==> src/core/ssld_pkg.sv <==
package ssld_pkg;

  // ==========================================================
  // Word and latch layout
  localparam int SR_W = 24;
  typedef logic [SR_W-1:0] ssld_word_t;
  typedef logic [6:0][SR_W-1:0] ssld_latches_t;
  localparam ssld_word_t LATCH_RST = 24'h000000;

  localparam logic [2:0] LS_RF_N    = 3'h0;
  localparam logic [2:0] LS_RF_R    = 3'h1;
  localparam logic [2:0] LS_RF_CTRL = 3'h2;
  localparam logic [2:0] LS_MASTER  = 3'h3;
  localparam logic [2:0] LS_IF_N    = 3'h4;
  localparam logic [2:0] LS_IF_R    = 3'h5;
  localparam logic [2:0] LS_IF_CTRL = 3'h6;
  localparam logic [2:0] LS_NONE    = 3'h7;

  // ==========================================================
  // Field positions
  localparam int SEL_LSB      = 0;
  localparam int SEL_W        = 3;
  localparam int RFN_RSV_BIT  = 23;
  localparam int RFN_INT_LSB  = 15;
  localparam int RFN_INT_W    = 8;
  localparam int RFN_FRAC_LSB = 3;
  localparam int RFN_FRAC_W   = 12;
  localparam int RFR_MOD_LSB  = 3;
  localparam int RFR_MOD_W    = 12;
  localparam int RFR_R_LSB    = 15;
  localparam int RFR_R_W      = 4;
  localparam int RFR_DBL_BIT  = 19;
  localparam int MST_MUX_LSB  = 7;
  localparam int MST_MUX_W    = 4;
  localparam int IFN_A_LSB    = 3;
  localparam int IFN_A_W      = 6;
  localparam int IFN_B_LSB    = 9;
  localparam int IFN_B_W      = 12;
  localparam int IFN_P_LSB    = 21;
  localparam int IFN_P_W      = 2;
  localparam int IFR_R_LSB    = 3;
  localparam int IFR_R_W      = 15;
  localparam int IFR_DBL_BIT  = 18;

  // Smallest prescaler modulus; code n selects this shifted by n
  localparam logic [6:0] PRESC_BASE = 7'h08;

  // ==========================================================
  // Output multiplexer codes
  localparam logic [3:0] MUX_TRISTATE = 4'h0;
  localparam logic [3:0] MUX_HIGH     = 4'h1;
  localparam logic [3:0] MUX_LOW      = 4'h2;
  localparam logic [3:0] MUX_RF_DLD   = 4'h3;
  localparam logic [3:0] MUX_IF_DLD   = 4'h4;
  localparam logic [3:0] MUX_RF_RDIV  = 4'h5;
  localparam logic [3:0] MUX_RF_NDIV  = 4'h6;
  localparam logic [3:0] MUX_IF_RDIV  = 4'h7;
  localparam logic [3:0] MUX_IF_NDIV  = 4'h8;
  localparam logic [3:0] MUX_RF_ALD   = 4'h9;
  localparam logic [3:0] MUX_IF_ALD   = 4'hA;

  // ==========================================================
  // Carriers
  typedef struct packed {
    logic sclk;
    logic sdata;
    logic load;
  } ssld_serial_t;

  typedef struct packed {
    logic o;
    logic oe;
  } ssld_pin_t;

endpackage

==> src/core/ssld_div.sv <==
`timescale 1ns/10ps
module ssld_div #(
  parameter int W = 4
) (
  input  wire logic         mclk,
  input  wire logic         rst_b,
  input  wire logic         tick,
  input  wire logic [W-1:0] ratio,
  output logic              pulse
);
  import ssld_pkg::*;

  typedef struct packed {
    logic [W-1:0] cnt;
    logic         pulse;
  } ssld_div_st_t;

  ssld_div_st_t st_reg;
  ssld_div_st_t st_next;

  // Ratio zero behaves as divide by one rather than stalling
  always_comb begin
    st_next = st_reg;
    st_next.pulse = 1'b0;
    if (tick) begin
      if (({1'b0, st_reg.cnt} + {{W{1'b0}}, 1'b1}) >= {1'b0, ratio}) begin
        st_next.cnt   = '0;
        st_next.pulse = 1'b1;
      end else begin
        st_next.cnt = W'(st_reg.cnt + 1'b1);
      end
    end
  end

  always_ff @(posedge mclk) begin
    if (!rst_b) begin
      st_reg <= '0;
    end else begin
      st_reg <= st_next;
    end
  end

  assign pulse = st_reg.pulse;

  div_restart_a: assert property (@(posedge mclk) disable iff (!rst_b)
    st_reg.pulse |-> (st_reg.cnt == '0 && $past(tick)))
    else $error("divider pulse without counter restart");

  div_bound_a: assert property (@(posedge mclk) disable iff (!rst_b)
    (ratio != '0 && $stable(ratio)) |=> (st_reg.cnt < ratio || $changed(ratio)))
    else $error("divider count ran past ratio");

endmodule

==> src/core/ssld_top.sv <==
`timescale 1ns/10ps
// Summary of operation
// - Sample serial data on each serial clock rise
// - Words arrive MSB first, last bit lands bit0
// - Load strobe rise copies shift register to latch
// - Three low shifted bits choose the latch
// - Select codes map to seven named latches
// - RF integer value 8 bits, 31 to 255
// - Ratio is integer plus numerator over modulus
// - RF reference 4-bit divider, optional doubler
// - IF reference 15-bit divider, 1 to 32767
// - IF ratio is prescaler times main plus swallow
// - IF main count 12 bits, 3 to 4095
// - IF swallow count 6 bits, 0 to 63
// - Master mux bits pick the test output
// - Digital lock detect drives high when locked
// - Analog lock: released high with narrow low pulses when locked, held low when unlocked
// - RF feedback word field positions fixed
module ssld_top (
  input  wire logic                   mclk,
  input  wire logic                   rst_b,
  input  wire ssld_pkg::ssld_serial_t serial_in,
  input  wire logic                   ref_in,
  input  wire logic                   rf_in,
  input  wire logic                   if_in,
  input  wire logic                   rf_lock,
  input  wire logic                   if_lock,
  output ssld_pkg::ssld_pin_t         test_mux_output,
  output ssld_pkg::ssld_latches_t     config_latches
);
  import ssld_pkg::*;

  // ==========================================================
  // State
  typedef struct packed {
    logic          sclk_q;
    logic          load_q;
    logic          ref_q;
    logic          rf_q;
    logic          if_q;
    ssld_word_t    sr;
    ssld_latches_t lat;
    logic [8:0]    rf_cnt;
    logic [8:0]    rf_tgt;
    logic [11:0]   rf_acc;
    logic          rf_fb;
    logic [6:0]    if_pc;
    logic [11:0]   if_mc;
    logic [5:0]    if_sc;
    logic          if_fb;
    logic          mux_o;
    logic          mux_oe;
  } ssld_st_t;

  ssld_st_t st_reg;
  ssld_st_t st_next;

  function automatic logic rise(input logic cur, input logic prev);
    return cur & ~prev;
  endfunction

  function automatic logic [6:0] presc_mod(input logic [1:0] code);
    return 7'(PRESC_BASE << code);
  endfunction

  // ==========================================================
  // Field decode
  logic                  sclk_rise;
  logic                  load_rise;
  logic                  ref_rise;
  logic                  ref_fall;
  logic                  rf_edge;
  logic                  if_edge;
  logic [RFN_INT_W-1:0]  int_val;
  logic [RFN_FRAC_W-1:0] frac_val;
  logic [RFR_MOD_W-1:0]  mod_val;
  logic [RFR_R_W-1:0]    rf_r_val;
  logic                  rf_dbl;
  logic [IFR_R_W-1:0]    if_r_val;
  logic                  if_dbl;
  logic [IFN_A_W-1:0]    a_val;
  logic [IFN_B_W-1:0]    b_val;
  logic [6:0]            p_val;
  logic [MST_MUX_W-1:0]  mux_sel;
  logic                  rf_ref_p;
  logic                  if_ref_p;
  logic                  rf_tick;
  logic                  if_tick;
  logic [SEL_W-1:0]      sel_now;

  assign sclk_rise = rise(serial_in.sclk, st_reg.sclk_q);
  assign load_rise = rise(serial_in.load, st_reg.load_q);
  assign ref_rise  = rise(ref_in, st_reg.ref_q);
  assign ref_fall  = rise(st_reg.ref_q, ref_in);
  assign rf_edge   = rise(rf_in, st_reg.rf_q);
  assign if_edge   = rise(if_in, st_reg.if_q);
  assign sel_now   = st_reg.sr[SEL_LSB +: SEL_W];

  // Reserved bit of the RF feedback word is stored but unused
  assign int_val  = st_reg.lat[LS_RF_N][RFN_INT_LSB +: RFN_INT_W];
  assign frac_val = st_reg.lat[LS_RF_N][RFN_FRAC_LSB +: RFN_FRAC_W];
  assign mod_val  = st_reg.lat[LS_RF_R][RFR_MOD_LSB +: RFR_MOD_W];
  assign rf_r_val = st_reg.lat[LS_RF_R][RFR_R_LSB +: RFR_R_W];
  assign rf_dbl   = st_reg.lat[LS_RF_R][RFR_DBL_BIT];
  assign if_r_val = st_reg.lat[LS_IF_R][IFR_R_LSB +: IFR_R_W];
  assign if_dbl   = st_reg.lat[LS_IF_R][IFR_DBL_BIT];
  assign a_val    = st_reg.lat[LS_IF_N][IFN_A_LSB +: IFN_A_W];
  assign b_val    = st_reg.lat[LS_IF_N][IFN_B_LSB +: IFN_B_W];
  assign p_val    = presc_mod(st_reg.lat[LS_IF_N][IFN_P_LSB +: IFN_P_W]);
  assign mux_sel  = st_reg.lat[LS_MASTER][MST_MUX_LSB +: MST_MUX_W];

  // Doubler counts both reference edges
  assign rf_tick = ref_rise | (rf_dbl & ref_fall);
  assign if_tick = ref_rise | (if_dbl & ref_fall);

  // ==========================================================
  // Reference dividers
  ssld_div #(.W(RFR_R_W)) u_rf_rdiv (
    .mclk  (mclk),
    .rst_b (rst_b),
    .tick  (rf_tick),
    .ratio (rf_r_val),
    .pulse (rf_ref_p)
  );

  ssld_div #(.W(IFR_R_W)) u_if_rdiv (
    .mclk  (mclk),
    .rst_b (rst_b),
    .tick  (if_tick),
    .ratio (if_r_val),
    .pulse (if_ref_p)
  );

  // ==========================================================
  // Next state
  logic [12:0] frac_sum;
  logic        swallow;
  logic [6:0]  pc_mod;

  assign frac_sum = {1'b0, st_reg.rf_acc} + {1'b0, frac_val};
  assign swallow  = st_reg.if_sc < a_val;
  assign pc_mod   = swallow ? 7'(p_val + 7'h01) : p_val;

  always_comb begin
    st_next = st_reg;
    st_next.sclk_q = serial_in.sclk;
    st_next.load_q = serial_in.load;
    st_next.ref_q  = ref_in;
    st_next.rf_q   = rf_in;
    st_next.if_q   = if_in;
    st_next.rf_fb  = 1'b0;
    st_next.if_fb  = 1'b0;

    // Serial shift; latches untouched until a strobe edge
    if (sclk_rise) begin
      st_next.sr = {st_reg.sr[SR_W-2:0], serial_in.sdata};
    end
    // Strobe and clock together: strobe takes the settled word
    if (load_rise && sel_now != LS_NONE) begin
      st_next.lat[sel_now] = st_reg.sr;
    end

    // RF feedback: first-order accumulator picks INT or INT+1
    if (rf_edge) begin
      if (9'(st_reg.rf_cnt + 9'h001) >= st_reg.rf_tgt) begin
        st_next.rf_cnt = 9'h000;
        st_next.rf_fb  = 1'b1;
        if (frac_sum >= {1'b0, mod_val}) begin
          st_next.rf_acc = 12'(frac_sum - {1'b0, mod_val});
          st_next.rf_tgt = 9'({1'b0, int_val} + 9'h001);
        end else begin
          st_next.rf_acc = frac_sum[11:0];
          st_next.rf_tgt = {1'b0, int_val};
        end
      end else begin
        st_next.rf_cnt = 9'(st_reg.rf_cnt + 9'h001);
      end
    end

    // IF pulse swallow: A prescaler cycles of P+1, then P
    if (if_edge) begin
      if (7'(st_reg.if_pc + 7'h01) >= pc_mod) begin
        st_next.if_pc = 7'h00;
        if (swallow) begin
          st_next.if_sc = 6'(st_reg.if_sc + 6'h01);
        end
        if (12'(st_reg.if_mc + 12'h001) >= b_val) begin
          st_next.if_mc = 12'h000;
          st_next.if_sc = 6'h00;
          st_next.if_fb = 1'b1;
        end else begin
          st_next.if_mc = 12'(st_reg.if_mc + 12'h001);
        end
      end else begin
        st_next.if_pc = 7'(st_reg.if_pc + 7'h01);
      end
    end

    // Output mux; analog lock is open drain, released means high
    unique case (mux_sel)
      MUX_HIGH: begin
        st_next.mux_o  = 1'b1;
        st_next.mux_oe = 1'b1;
      end
      MUX_LOW: begin
        st_next.mux_o  = 1'b0;
        st_next.mux_oe = 1'b1;
      end
      MUX_RF_DLD: begin
        st_next.mux_o  = rf_lock;
        st_next.mux_oe = 1'b1;
      end
      MUX_IF_DLD: begin
        st_next.mux_o  = if_lock;
        st_next.mux_oe = 1'b1;
      end
      MUX_RF_RDIV: begin
        st_next.mux_o  = rf_ref_p;
        st_next.mux_oe = 1'b1;
      end
      MUX_RF_NDIV: begin
        st_next.mux_o  = st_reg.rf_fb;
        st_next.mux_oe = 1'b1;
      end
      MUX_IF_RDIV: begin
        st_next.mux_o  = if_ref_p;
        st_next.mux_oe = 1'b1;
      end
      MUX_IF_NDIV: begin
        st_next.mux_o  = st_reg.if_fb;
        st_next.mux_oe = 1'b1;
      end
      MUX_RF_ALD: begin
        st_next.mux_o  = 1'b0;
        st_next.mux_oe = ~rf_lock | rf_ref_p;
      end
      MUX_IF_ALD: begin
        st_next.mux_o  = 1'b0;
        st_next.mux_oe = ~if_lock | if_ref_p;
      end
      default: begin
        st_next.mux_o  = 1'b0;
        st_next.mux_oe = 1'b0;
      end
    endcase
  end

  always_ff @(posedge mclk) begin
    if (!rst_b) begin
      st_reg <= '0;
    end else begin
      st_reg <= st_next;
    end
  end

  // One driver for the whole pin struct
  assign test_mux_output = '{o: st_reg.mux_o, oe: st_reg.mux_oe};
  assign config_latches  = st_reg.lat;

  // ==========================================================
  // Checks
  shift_sample_a: assert property (@(posedge mclk) disable iff (!rst_b)
    sclk_rise |=> st_reg.sr[0] == $past(serial_in.sdata))
    else $error("serial bit not sampled on clock rise");

  msb_first_a: assert property (@(posedge mclk) disable iff (!rst_b)
    sclk_rise |=> st_reg.sr[SR_W-1:1] == $past(st_reg.sr[SR_W-2:0]))
    else $error("shift register did not move up one place");

  shift_idle_a: assert property (@(posedge mclk) disable iff (!rst_b)
    !sclk_rise |=> $stable(st_reg.sr))
    else $error("shift register changed without clock rise");

  latch_load_a: assert property (@(posedge mclk) disable iff (!rst_b)
    (load_rise && sel_now != LS_NONE)
      |=> st_reg.lat[$past(sel_now)] == $past(st_reg.sr))
    else $error("selected latch not loaded on strobe");

  one_latch_a: assert property (@(posedge mclk) disable iff (!rst_b)
    (load_rise && sel_now == LS_RF_N)
      |=> st_reg.lat[LS_IF_CTRL:LS_RF_R] == $past(st_reg.lat[6:1]))
    else $error("strobe disturbed an unselected latch");

  bad_select_a: assert property (@(posedge mclk) disable iff (!rst_b)
    (load_rise && sel_now == LS_NONE) |=> $stable(st_reg.lat))
    else $error("select code 111 changed a latch");

  latch_hold_a: assert property (@(posedge mclk) disable iff (!rst_b)
    !load_rise |=> $stable(st_reg.lat))
    else $error("latch changed without strobe");

  rf_ratio_a: assert property (@(posedge mclk) disable iff (!rst_b)
    (rf_edge && st_reg.rf_cnt == 9'(st_reg.rf_tgt - 9'h001)
      && $stable(st_reg.lat))
      |=> st_reg.rf_fb && (st_reg.rf_tgt == {1'b0, int_val}
        || st_reg.rf_tgt == 9'({1'b0, int_val} + 9'h001)))
    else $error("RF feedback modulus not INT or INT+1");

  if_cycle_a: assert property (@(posedge mclk) disable iff (!rst_b)
    st_reg.if_fb |-> (st_reg.if_mc == 12'h000 && st_reg.if_sc == 6'h00
      && $past(if_edge)))
    else $error("IF feedback pulse without counter restart");

  mux_dld_a: assert property (@(posedge mclk) disable iff (!rst_b)
    (mux_sel == MUX_RF_DLD)
      |=> st_reg.mux_oe && st_reg.mux_o == $past(rf_lock))
    else $error("digital lock not driven high when locked");

  mux_ald_a: assert property (@(posedge mclk) disable iff (!rst_b)
    (mux_sel == MUX_RF_ALD && rf_lock && !rf_ref_p)
      |=> !st_reg.mux_oe ##0 !st_reg.mux_o)
    else $error("analog lock not released while locked");

  mux_off_a: assert property (@(posedge mclk) disable iff (!rst_b)
    (mux_sel == MUX_TRISTATE) |=> !st_reg.mux_oe)
    else $error("test output driven while three-stated");

endmodule

==> config.mk <==
export PLATFORM = sky130hd
export DESIGN_NAME = ssld_top
export DESIGN_NICKNAME = d
export VERILOG_FILES = /design/src/core/ssld_pkg.sv /design/src/core/ssld_div.sv /design/src/core/ssld_top.sv
export SDC_FILE = /design/constraint.sdc
export NUM_CORES = 1
export LEC_CHECK = 0
export ABC_AREA = 1
export BUFFER_PORTS_ARGS = -buffer_cell sky130_fd_sc_hd__buf_2
export CAP_MARGIN = 20
export CORE_MARGIN = 3
export CORE_UTILIZATION = 55
export CTS_BUF_LIST = sky130_fd_sc_hd__clkbuf_16
export DETAILED_ROUTE_END_ITERATION = 10
export GPL_TIMING_DRIVEN = 0
export HOLD_SLACK_MARGIN = 0.05
export PLACE_DENSITY = 0.76
export SLEW_MARGIN = 20
export SYNTH_ARGS = -nofsm -noshare
export SYNTH_HDL_FRONTEND = slang
export SYNTH_SLANG_ARGS = --single-unit
==> constraint.sdc <==
create_clock -name mclk -period 9.5 [get_ports mclk]
set_clock_uncertainty 0.2 [all_clocks]
set_input_delay 0.95 -clock mclk [delete_from_list [all_inputs] [get_ports mclk]]
set_output_delay 0.95 -clock mclk [all_outputs]
set_load 0.03 [all_outputs]
# Word-level counts from Yosys, hierarchy flattened
# Cells that the tools add are included.
# word_totals
in_bits	10
register_bits	277
# op_classes
n_bitwise	20
order_cmp	9
eq_ne	11
n_shift	1
n_mux	16
addsub	12
reduce_logical	10
# op_table
op	n
$bwmux 168	1
$demux 24 s3	1
$mux 24	1
$mux 21	1
$mux 7	3
$pmux 2 s10	1
$add 15x1->16 const B	1
$eq 4x3->1 const B	4
$ge 16x15->1	1
$add 15x1->15 const B	1
$mux 15	1
$add 7x1->7 const B	2
$add 12x12->13	1
$ge 13x12->1	1
$add 12x1->12 const B	1
$eq 4x4->1 const B	3
$ge 12x12->1	1
$mux 12	1
$sub 12x12->12	1
$reduce_and 2->1	5
$add 8x1->9 const B	1
$add 9x1->9 const B	1
$ge 9x9->1	1
$mux 9	1
other kinds (21)	43

# Logic depth before layout (Yosys ltp)
# Gate-level depths: netlist of the first run.
# depth
depth_word	5
mapped_depth	25
ltp_nobuf	24

# Hierarchy
# A second synthesis of the first run with hierarchy kept.
# unflattened
hier_cells	2033
area_unflattened_um2	14845.5
# modules_own_cells
mod	area_per_inst_um2	cells_per_inst	seq_area_each_um2	n_inst
ssld_top	13122.6	1770	5124.9	1
ssld_div at u_if_rdiv	1376.3	215	320.3	1
ssld_div at u_rf_rdiv	346.6	48	100.1	1

# Worst setup path before layout of the first run
# Ideal clock, no wire load.
# synth_path
path_type	flip-flop to flip-flop
startpoint	register st_reg (netlist bit config_latches[3])
endpoint	register st_reg[48] (netlist name)
path_stages_with_launch	21
setup_ns	0.114
path_slack_ns	6.287
arrival_ns	2.899
period_less_slack_ns	3.213
cell_sequence	dfxtp_1 > ha_1 > inv_1 > fa_1 > o21ai_2 > nand2_1 > nand2_1 > xor2_1 > inv_1 > ha_1 > nand2_2 > inv_1 > a21oi_2 > nand3_2 > nand2_2 > nand2_2 > nand2_4 > buf_2 > nand3_1 > nand4_1 > nand2_1
# synth_between
elab_chain_len	3
# synth_rtl
item	line_no	rtl
start, declared	ssld_top.sv:55	ssld_st_t st_reg;
start signal, assigned	ssld_top.sv:252	st_reg <= st_next;
$add 12x12->13	ssld_top.sv:140	assign frac_sum = {1'b0, st_reg.rf_acc} + {1'b0, frac_val};
$ge 13x12->1	ssld_top.sv:168	if (frac_sum >= {1'b0, mod_val}) begin
$mux 21	ssld_top.sv:168	
# No other way between the ends.
# A chain may end at the register's enable or synchronous reset.

# Final worst setup path of the first run
# layout_path
startpoint	register st_reg (netlist bit config_latches[3])
endpoint	register st_reg[43] (netlist name)
# The elaborated chain is that of the path after synthesis.

==> flow_summary.toml, run 1 <==
[layout]
fin_nets = 2354
diodes = 0
fin_cells = 2617
area_growth_pct = 15.66
largest_reg_flops = 168
fill_cells = 2295
drive_gt1_share_pct = 20.68
fin_util_pct = 65.24

[route]
firstDrtPassIters = 6
drtIter0Drc = 1141
drt_wl_total_um = 42710
drc_errors = 0
num_vias = 13840
via_per_inst = 5.288
routedWlPerCell_um = 16.32
drtAntennaViolNets = 0

[sta]
whs_ns = 0.2300
setup_tns_ns = 0
slew_violations = 0
maxSlewHeadroom_pct = 42.84
fmax_mhz = 253.3
setup_viol = 0
min_period_ns = 3.948
fin_crit_sh_pct = 41.55
hold_violations = 0
tightest_slew_ns = 0.8575
rsz0062_at_grt = "false"

[yosys]
synth-seq-cells = 277
synth_nets = 2144
syn-mean-instance-area_sq_um = 7.228
yosys.area.top_type = "dfxtp_1"
ys_types = 46
synthTopCellsByArea = "dfxtp_1 37%, buf_4 8.7%, nor2_1 8.7%"
synth_edf_count = 0
post_synth_instance_area_sq_mm = 0.01482
ys_warn_count = 0
synth_top_area_share_pct = 37.41
async_flop_share_pct = 0
synthFlopType = "dfxtp_1"
syn_inst = 2051
yosysSeqAreaShare_pct = 37.41

[worst_hold_path]
min_path_type = "reg2reg"
hp-start = "config_latches[1]$_SDFFE_PN0P_"

[die]
fp-row-count = 59
die_h_um = 170.2
initial_core_util_pct = 56.41
io_pins = 180
die_area_sq_mm = 0.02896
coreArea_sq_mm = 0.02628
dieWidth_um = 170.2

[clock_network]
cts-root-buf = "clkbuf_16"
ctsResizeCount = 0
clock_path_buffers = 3
numCtsBuffers = 30
clkSlewWorstSetupHoldPaths_ns = 0.06
post_cts_buffers = 0
tritoncts = "yes"
htreeDepth = 1
cts.sinks = 277
ctsHoldBuffers = 0
clk_latency_ns = 0.57

[placed_design]
port_buffers = 178
hpwlAfterDp_um = 31060
gp_congestion = 0.8963
dp.cells = 2564

[grt]
grt_pass1_wl_um = 67670
grt-ovfl-total = 0
grtUsageTotal_pct = 28.89
antenna_found_initial = 3
grt_pass1_vias = 13370
grt_max_degree = 16

[worst_setup_path]
start_kind = "flop"
path_delay_family = "adder cells"
startpoint = "config_latches[3]$_SDFFE_PN0P_"
end_kind = "flop"
worstPathArrival_ns = 4.20
cp_num_buf_inv = 4
timing.rr.start = "config_latches[3]$_SDFFE_PN0P_"
required_ns = 9.75
crit_path_cell_trace = "ha_1, inv_1, fa_1, o21ai_2, nand2_1, nand2_1, xor2_1, inv_1, ha_1, nand2_2, inv_1, a21oi_2, nand3_2, nand2_2, nand2_2, nand2_4, buf_2, nand3_1, nand4_1, nand2_1"
crit_path_max_fanout = 10
path_class = "reg2reg"
critPathSlowestCell = "dfxtp_1"
max_stage_delay_ns = 0.43

[outcome]
run_status = "finished, final reports clean"

[power_and_ir_drop]
p_leak_nw = 8.689
vdd_drop_max_mv = 0.1419
fin_total_pwr_w = 0.003756
power.density_mw_per_mm2 = 219.1

[flow_run]
maxCapViolCount = 0
-- synth_stat cells (6+ instances only) --
master and instances:
nor2_2 6, a21oi_1 141, nand3b_1 12, clkbuf_1 52
o21ai_1 8, nand2_2 6, buf_2 33, nand3_1 78
nand2_1 298, nand4_1 36, xor2_1 36, nor2_1 343
inv_1 198, ha_1 81, o21ai_0 186, xnor2_1 16
nor3_1 8, buf_4 172, dfxtp_1 277, inv_2 7
-- tightest hold or removal path, stage by stage (launching register included) --
cell and delay, ns:
dfxtp_1 0.31, nand2_1 0.05, nor2_1 0.03
-- cell families (layout without fill, tap and decap cells) --
group / count (synthesis) / count (layout) / share of synthesized area (%)
AOI/OAI and AO/OA: 365 / 365 / 12.90
xor gates and xnor gates: 52 / 52 / 3.072
adders and majority gates: 83 / 83 / 7.107
buffers and inverters: 471 / 702 / 16.80
DFF: 277 / 277 / 37.41
and+or+nand+nor: 803 / 803 / 22.71
-- layout by cell type, fill, tap and decap left out, types with 4 or more instances in the layout --
cell type  count
buf_4        172
nand2_1      298
dfxtp_1      277
nor2_1       343
a21oi_1      141
nor2_2         6
inv_1        201
buf_2        211
bufinv_16      5
o21a_1         5
or2_2          4
nand2_2        6
o21bai_1       5
o21ai_1        8
nand3_1       78
nand3b_1      12
xor2_1        36
clkbuf_1      52
ha_1          81
o21ai_0      186
clkbuf_16     30
a22oi_1        5
xnor2_1       16
inv_2          7
clkinv_1       5
nand4_1       36
nor3_1         8
-- routing by layer --
metal	vias up	global-route usage [%]	routed length, um	share of wire, %
met1	6341	38.31	18410	43
li1	6818	-	-	-
met2	567	46.60	18800	44
met4	6	10.16	1477	3.5
met5	-	0	34	0.080
met3	107	6.458	3985	9.3
-- stage by stage --
stage	instance area [sq um]	worst slack (ns)
2_1_floorplan	14820	6.287
3_3_place_gp	16130	5.628
3_5_place_dp	16130	5.581
4_1_cts	17150	5.557
5_1_grt	17150	5.260
6_report	17150	5.552
-- power breakdown --
group          internal [W]  switching (W)
logic              0.000444       0.000825
clock network      0.000711       0.000497
registers           0.00123      0.0000470
-- final timing paths --
check                              endpoint  slack, ns  cells past startpoint
max                 st_reg[43]$_SDFFE_PN0P_       5.55                     20
min          config_latches[1]$_SDFFE_PN0P_       0.23                      2
max reg2reg         st_reg[43]$_SDFFE_PN0P_       5.55                     20
min reg2reg  config_latches[1]$_SDFFE_PN0P_       0.23                      2
-- layout make-up --
cell class	count	area [sq um]	area share, %
clock inverter	23	260.3	1.518
tap	335	419.2	2.445
sequential	277	5545	32.34
buffer	266	1722	10.04
inverter	205	769.5	4.488
multi-input combinational	1303	6788	39.59
clock buffer	30	750.7	4.379
timing repair buffer	178	890.9	5.196
Note: power is estimated with default switching activity, not from simulation.
==> inputs of run 2 (changes only) <==
--- a/config.mk
+++ b/config.mk
@@ -9,12 +9,12 @@
 export BUFFER_PORTS_ARGS = -buffer_cell sky130_fd_sc_hd__buf_2
 export CAP_MARGIN = 20
 export CORE_MARGIN = 3
-export CORE_UTILIZATION = 55
+export CORE_UTILIZATION = 53
 export CTS_BUF_LIST = sky130_fd_sc_hd__clkbuf_16
 export DETAILED_ROUTE_END_ITERATION = 10
 export GPL_TIMING_DRIVEN = 0
 export HOLD_SLACK_MARGIN = 0.05
-export PLACE_DENSITY = 0.76
+export PLACE_DENSITY = 0.77
 export SLEW_MARGIN = 20
 export SYNTH_ARGS = -nofsm -noshare
 export SYNTH_HDL_FRONTEND = slang
==> constraint.sdc (replaced) <==
create_clock -name mclk -period 3.2 [get_ports mclk]
set_clock_uncertainty 0.2 [all_clocks]
set_input_delay 0.32 -clock mclk [delete_from_list [all_inputs] [get_ports mclk]]
set_output_delay 0.32 -clock mclk [all_outputs]
set_load 0.03 [all_outputs]
==> flow_summary.toml, run 2 (synthesis gave the netlist of run 1 again) <==
[sta]
fin_ws_ns = -0.1397
slew_violations = 0
min_period_ns = 3.340
rsz0062_at_grt = "true"
hold_violations = 0
setup_tns_ns = -1.714
setup_viol = 21
fin_crit_sh_pct = 104.4
fmax_mhz = 299.4
maxSlewHeadroom_pct = 40.97
tightest_slew_ns = 0.8855

[worst_setup_path]
required_ns = 3.45
critPathSlowestCell = "dfxtp_4"
crit_path_cell_trace = "ha_4, inv_2, fa_2, o21ai_4, nand2_1, nand2_2, xor2_2, inv_2, ha_4, nand2_4, nor2_4, nand3_2, nand3_4, nand2_4, nand2_4, nand2_8, nand2_8, buf_8, nand3_2, nand3_2, nand2_1"
path_delay_family = "simple AND/OR/NAND/NOR gates"
max_stage_delay_ns = 0.37
path_class = "reg2reg"
crit_path_max_fanout = 6
end_kind = "flop"
worstPathArrival_ns = 3.59
cp_num_buf_inv = 3
start_kind = "flop"

[grt]
grt_max_degree = 16
grt_pass1_vias = 13380
grt-ovfl-total = 0
antenna_found_initial = 0
grt_pass1_wl_um = 67360
grtUsageTotal_pct = 27.15

[clock_network]
clkSlewWorstSetupHoldPaths_ns = 0.06
htreeDepth = 1
cts-root-buf = "clkbuf_16"
cts.sinks = 277
clock_path_buffers = 3
numCtsBuffers = 30
clk_latency_ns = 0.58
tritoncts = "yes"

[placed_design]
port_buffers = 178
hpwlAfterDp_um = 30850
dp.cells = 2601
gp_congestion = 0.8963

[layout]
fin_nets = 2381
register_area_sq_mm = 0.005557
mostFrequentLayoutCells = "338 x nor2_1, 274 x nand2_1, 270 x dfxtp_1, 207 x buf_2, 196 x inv_1"
fin_cells = 2682
final_common_cell = "nor2_1"
multi_input_area_sq_mm = 0.007193
diodes = 0
area_growth_pct = 20.41
largest_reg_flops = 168
drive_gt1_share_pct = 24.63
fill_cells = 2345

[die]
dieWidth_um = 173.2
die_area_sq_mm = 0.03001
coreArea_sq_mm = 0.02725
fp-row-count = 60
die_h_um = 173.2
io_pins = 180
initial_core_util_pct = 54.40

[outcome]
run_status = "finished with violations"
violations = "negative setup slack"

[route]
via_per_inst = 5.274
num_vias = 14150
drt_wl_total_um = 43410
drc_errors = 0
firstDrtPassIters = 6
drtAntennaViolNets = 0
routedWlPerCell_um = 16.18
drtIter0Drc = 1122

[flow_run]
maxCapViolCount = 0

[power_and_ir_drop]
p_leak_nw = 8.870
vdd_drop_max_mv = 0.4812
power.density_mw_per_mm2 = 702.2
fin_total_pwr_w = 0.01253

[worst_hold_path]
min_path_type = "in2reg"
-- run 2: worst reg2reg max path: stages (launching register included) --
cell and delay, ns:
dfxtp_4 0.37, ha_4 0.15, inv_2 0.04, fa_2 0.36, o21ai_4 0.21, nand2_1 0.10, nand2_2 0.10, xor2_2 0.20
inv_2 0.07, ha_4 0.30, nand2_4 0.06, nor2_4 0.09, nand3_2 0.09, nand3_4 0.12, nand2_4 0.07, nand2_4 0.10
nand2_8 0.08, nand2_8 0.14, buf_8 0.16, nand3_2 0.09, nand3_2 0.07, nand2_1 0.06
-- run 2: per-stage QoR --
step | worst slack [ns] | area, sq um | hold slack (ns) | utilization [%]
final | -0.1397 | 17850 | 0.07625 | 65.50
after global routing | -0.2471 | 17850 | 0.07491 | 65.50
after CTS | -0.1832 | 17460 | 0.05120 | 64.06
after detailed placement | -0.5868 | 16180 | 0.2263 | 59.38
after global placement | -0.5396 | 16180 | 0.2218 | 59.38
after floorplan | 0.01231 | 14820 | 0.2135 | -
-- run 2: what timing repair did --
action,in CTS,in global routing
hold buffers,6,0
endpoints found under the setup margin,21,57
buffers inserted,14,7
gates resized for setup,25,82
hold endpoints to repair,11,0
pin swaps,16,38
cloned,1,1
-- run 2: final timing paths --
kind	start	to	slack [ns]	cells past startpoint
worst max register to register	config_latches[3]$_SDFFE_PN0P_	st_reg[40]$_SDFFE_PN0P_	-0.14	21
worst min register to register	config_latches[50]$_SDFFE_PN0P_	config_latches[50]$_SDFFE_PN0P_	0.24	2
worst min-delay path	if_lock	test_mux_output[1]$_SDFF_PN0_	0.08	5
worst max-delay path	config_latches[3]$_SDFFE_PN0P_	st_reg[40]$_SDFFE_PN0P_	-0.14	21
-- run 2: layout make-up --
cell class | count | share of cell area, %
Multi-Input combinational cell | 1303 | 40.30
Sequential cell | 277 | 31.13
Buffer | 265 | 9.659
Timing Repair Buffer | 206 | 6.547
Inverter | 205 | 4.311
Clock buffer | 30 | 4.206
Tap cell | 372 | 2.608
Clock inverter | 24 | 1.241
-- run 2: metal layers --
| layer | track usage, % | up-vias | routed length, um |
|---|---|---|---|
| li1 | - | 6873 | - |
| met1 | 35.60 | 6500 | 18080 |
| met2 | 43.75 | 640 | 19340 |
| met3 | 6.198 | 133 | 4183 |
| met4 | 10.41 | 0 | 1804 |
| met5 | 0 | - | 0 |
-- run 2: where the power goes --
part / internal, W / switching (W) / leakage (nW)
Combinational: 0.00218 / 0.00309 / 6.14
Clock: 0.00195 / 0.00148 / 0.479
Sequential: 0.00366 / 0.000158 / 2.25
==> inputs of run 3 (changes only) <==
--- a/config.mk
+++ b/config.mk
@@ -8,13 +8,15 @@
 export ABC_AREA = 1
 export BUFFER_PORTS_ARGS = -buffer_cell sky130_fd_sc_hd__buf_2
 export CAP_MARGIN = 20
+export CELL_PAD_IN_SITES_DETAIL_PLACEMENT = 0
+export CELL_PAD_IN_SITES_GLOBAL_PLACEMENT = 2
 export CORE_MARGIN = 3
-export CORE_UTILIZATION = 53
+export CORE_UTILIZATION = 33
 export CTS_BUF_LIST = sky130_fd_sc_hd__clkbuf_16
 export DETAILED_ROUTE_END_ITERATION = 10
 export GPL_TIMING_DRIVEN = 0
 export HOLD_SLACK_MARGIN = 0.05
-export PLACE_DENSITY = 0.77
+export PLACE_DENSITY_LB_ADDON = 0.1
 export SLEW_MARGIN = 20
 export SYNTH_ARGS = -nofsm -noshare
 export SYNTH_HDL_FRONTEND = slang
==> constraint.sdc (replaced) <==
create_clock -name mclk -period 3.6 [get_ports mclk]
set_clock_uncertainty 0.2 [all_clocks]
set_input_delay 0.36 -clock mclk [delete_from_list [all_inputs] [get_ports mclk]]
set_output_delay 0.36 -clock mclk [all_outputs]
set_load 0.03 [all_outputs]
==> flow_summary.toml, run 3 (synthesis gave the netlist of run 1 again) <==
[route]
firstDrtPassIters = 5
via_per_inst = 4.590
met2WireLength_um = 21530
routedWlPerCell_um = 16.80
drt_wl_total_um = 48680
num_vias = 13300
m1WireLength_um = 23270
drtIter0Drc = 641
drtAntennaViolNets = 0
drc_errors = 0
wl_met3_um = 2889
highest_layer = "met4"

[worst_hold_path]
hp-start = "rf_lock"
min_path_type = "in2reg"

[worst_setup_path]
end_kind = "flop"
path_common_cell = "nand2_1"
critPathSlowestCell = "fa_2"
max_stage_delay_ns = 0.37
worstReg2RegEnd = "st_reg[46]$_SDFFE_PN0P_"
start_kind = "flop"
startpoint = "st_reg[29]$_SDFFE_PN0P_"
timing.rr.start = "st_reg[29]$_SDFFE_PN0P_"
cp_num_buf_inv = 4
path_delay_family = "simple AND/OR/NAND/NOR gates"
crit_path_cell_trace = "ha_4, inv_1, fa_2, o21ai_4, nand2_1, nand2_2, nand2_1, nand2_1, nand2_1, nand2_1, inv_1, ha_1, a21oi_1, nand2_1, inv_1, nand2_4, nand2_8, nand2_8, buf_8, a21oi_1, nand2_1, nand2_1"
required_ns = 3.88
path_depth = 22
reg2regPathDepth = 22
endpoint = "st_reg[46]$_SDFFE_PN0P_"
worstPathArrival_ns = 3.68
reg2reg_slack_ns = 0.21
crit_path_max_fanout = 10
path_class = "reg2reg"

[sta]
maxSlewHeadroom_pct = 35.32
setup_viol = 0
fin_crit_sh_pct = 94.30
min_period_ns = 3.395
slew_violations = 0
whs_ns = 0.2081
fmax_mhz = 294.6
hold_violations = 0
tightest_slew_ns = 0.9703

[placed_design]
dp.cells = 2821
gp_congestion = 0.8074
hpwlAfterDp_um = 35890
port_buffers = 178

[layout]
mostFrequentLayoutCells = "341 x nor2_1, 295 x nand2_1, 274 x dfxtp_1, 209 x buf_2, 205 x inv_1"
largest_reg_flops = 168
fin_nets = 2373
fin_cells = 2897
final_common_cell = "nor2_1"
area_growth_pct = 19.96
drive_gt1_share_pct = 21.53

[power_and_ir_drop]
vdd_drop_max_mv = 0.4788
p_leak_nw = 8.817
power.density_mw_per_mm2 = 588.0

[die]
coreArea_sq_mm = 0.04432
die_h_um = 217.9
initial_core_util_pct = 33.45
die_area_sq_mm = 0.04750
io_pins = 180
dieWidth_um = 217.9
fp-row-count = 77

[grt]
grt-ovfl-total = 0
grt_pass1_wl_um = 74730
antenna_found_initial = 1
grt_pass1_vias = 12850
grtUsageTotal_pct = 20.43
grt_max_degree = 12

[clock_network]
cts.sinks = 277
clk_latency_ns = 0.56
htreeDepth = 2
clock_path_buffers = 3
tritoncts = "yes"
clkSlewWorstSetupHoldPaths_ns = 0.06
numCtsBuffers = 35
cts-root-buf = "clkbuf_16"

[flow_run]
maxCapViolCount = 0

[outcome]
run_status = "finished, final reports clean"
-- run 3: cell types whose count changed in the layout (fill, tap and decap cells not counted), sizes merged --
| cell | delta |
|---|---|
| bufinv | -1 |
| clkbuf | +3 |
| diode | +1 |
| clkinv | +5 |
| inv | +2 |
| clkinvlp | -4 |
| buf | -12 |
| dlygate4sd3 | +1 |
-- run 3: how the worst min path moves through the flow --
stage | cells past startpoint | slack [ns] | to
after floorplan | 2 | 0.22 | config_latches[0]$_SDFFE_PN0P_
after global placement | 2 | 0.22 | config_latches[97]$_SDFFE_PN0P_
after detailed placement | 2 | 0.22 | config_latches[74]$_SDFFE_PN0P_
after CTS | 7 | 0.17 | test_mux_output[1]$_SDFF_PN0_
after global routing | 2 | 0.25 | config_latches[1]$_SDFFE_PN0P_
final | 7 | 0.21 | test_mux_output[1]$_SDFF_PN0_
-- run 3: power breakdown --
group          switching, W  internal [W]
logic               0.00233       0.00138
registers          0.000125       0.00326
clock network       0.00144       0.00192
-- run 3: tightest hold or removal path: stages --
cell       delay (ns)
buf_2            0.12
inv_1            0.08
nand2_1          0.05
o2111ai_1        0.06
nand3_1          0.08
nor2_1           0.09
a211oi_1         0.05
-- run 3: metal layers --
layer	up-vias	track usage, %
li1	6871	-
met1	6093	27.92
met2	278	32.76
met3	54	4.640
met4	0	4.871
met5	-	0
-- run 3: repair_timing --
| item | in CTS | in global routing |
|---|---|---|
| pin swaps | 3 | 5 |
| gates cloned | 0 | 0 |
| hold buffers | 7 | 0 |
| endpoints found under the hold margin | 8 | 0 |
| setup buffers | 0 | 7 |
| setup endpoints to repair | 21 | 32 |
| resized for setup | 10 | 21 |
-- run 3: layout make-up --
cell class                      count  area, sq um
Antenna cell                        1        2.502
Buffer                            266         1730
Clock buffer                       35        875.8
Clock inverter                     26        197.7
Fill cell                        4791        26530
Inverter                          205        769.5
Multi-Input combinational cell   1303         6902
Sequential cell                   277         5552
Tap cell                          592        740.7
Timing Repair Buffer              192         1013
-- run 3: metrics by stage --
step / area [sq um] / setup TNS [ns] / util, % / power (W) / setup WS, ns
final: 17780 / 0 / 40.13 / 0.01046 / 0.2053
after global routing: 17780 / -0.02537 / 40.12 / 0.01117 / -0.01029
after CTS: 17650 / 0 / 39.82 / 0.01033 / 0.02455
after detailed placement: 16460 / -4.990 / 37.13 / 0.006858 / -0.2774
after global placement: 16460 / -5.966 / 37.13 / 0.006850 / -0.3361
after floorplan: 14820 / 0 / - / 0.005927 / 0.3871
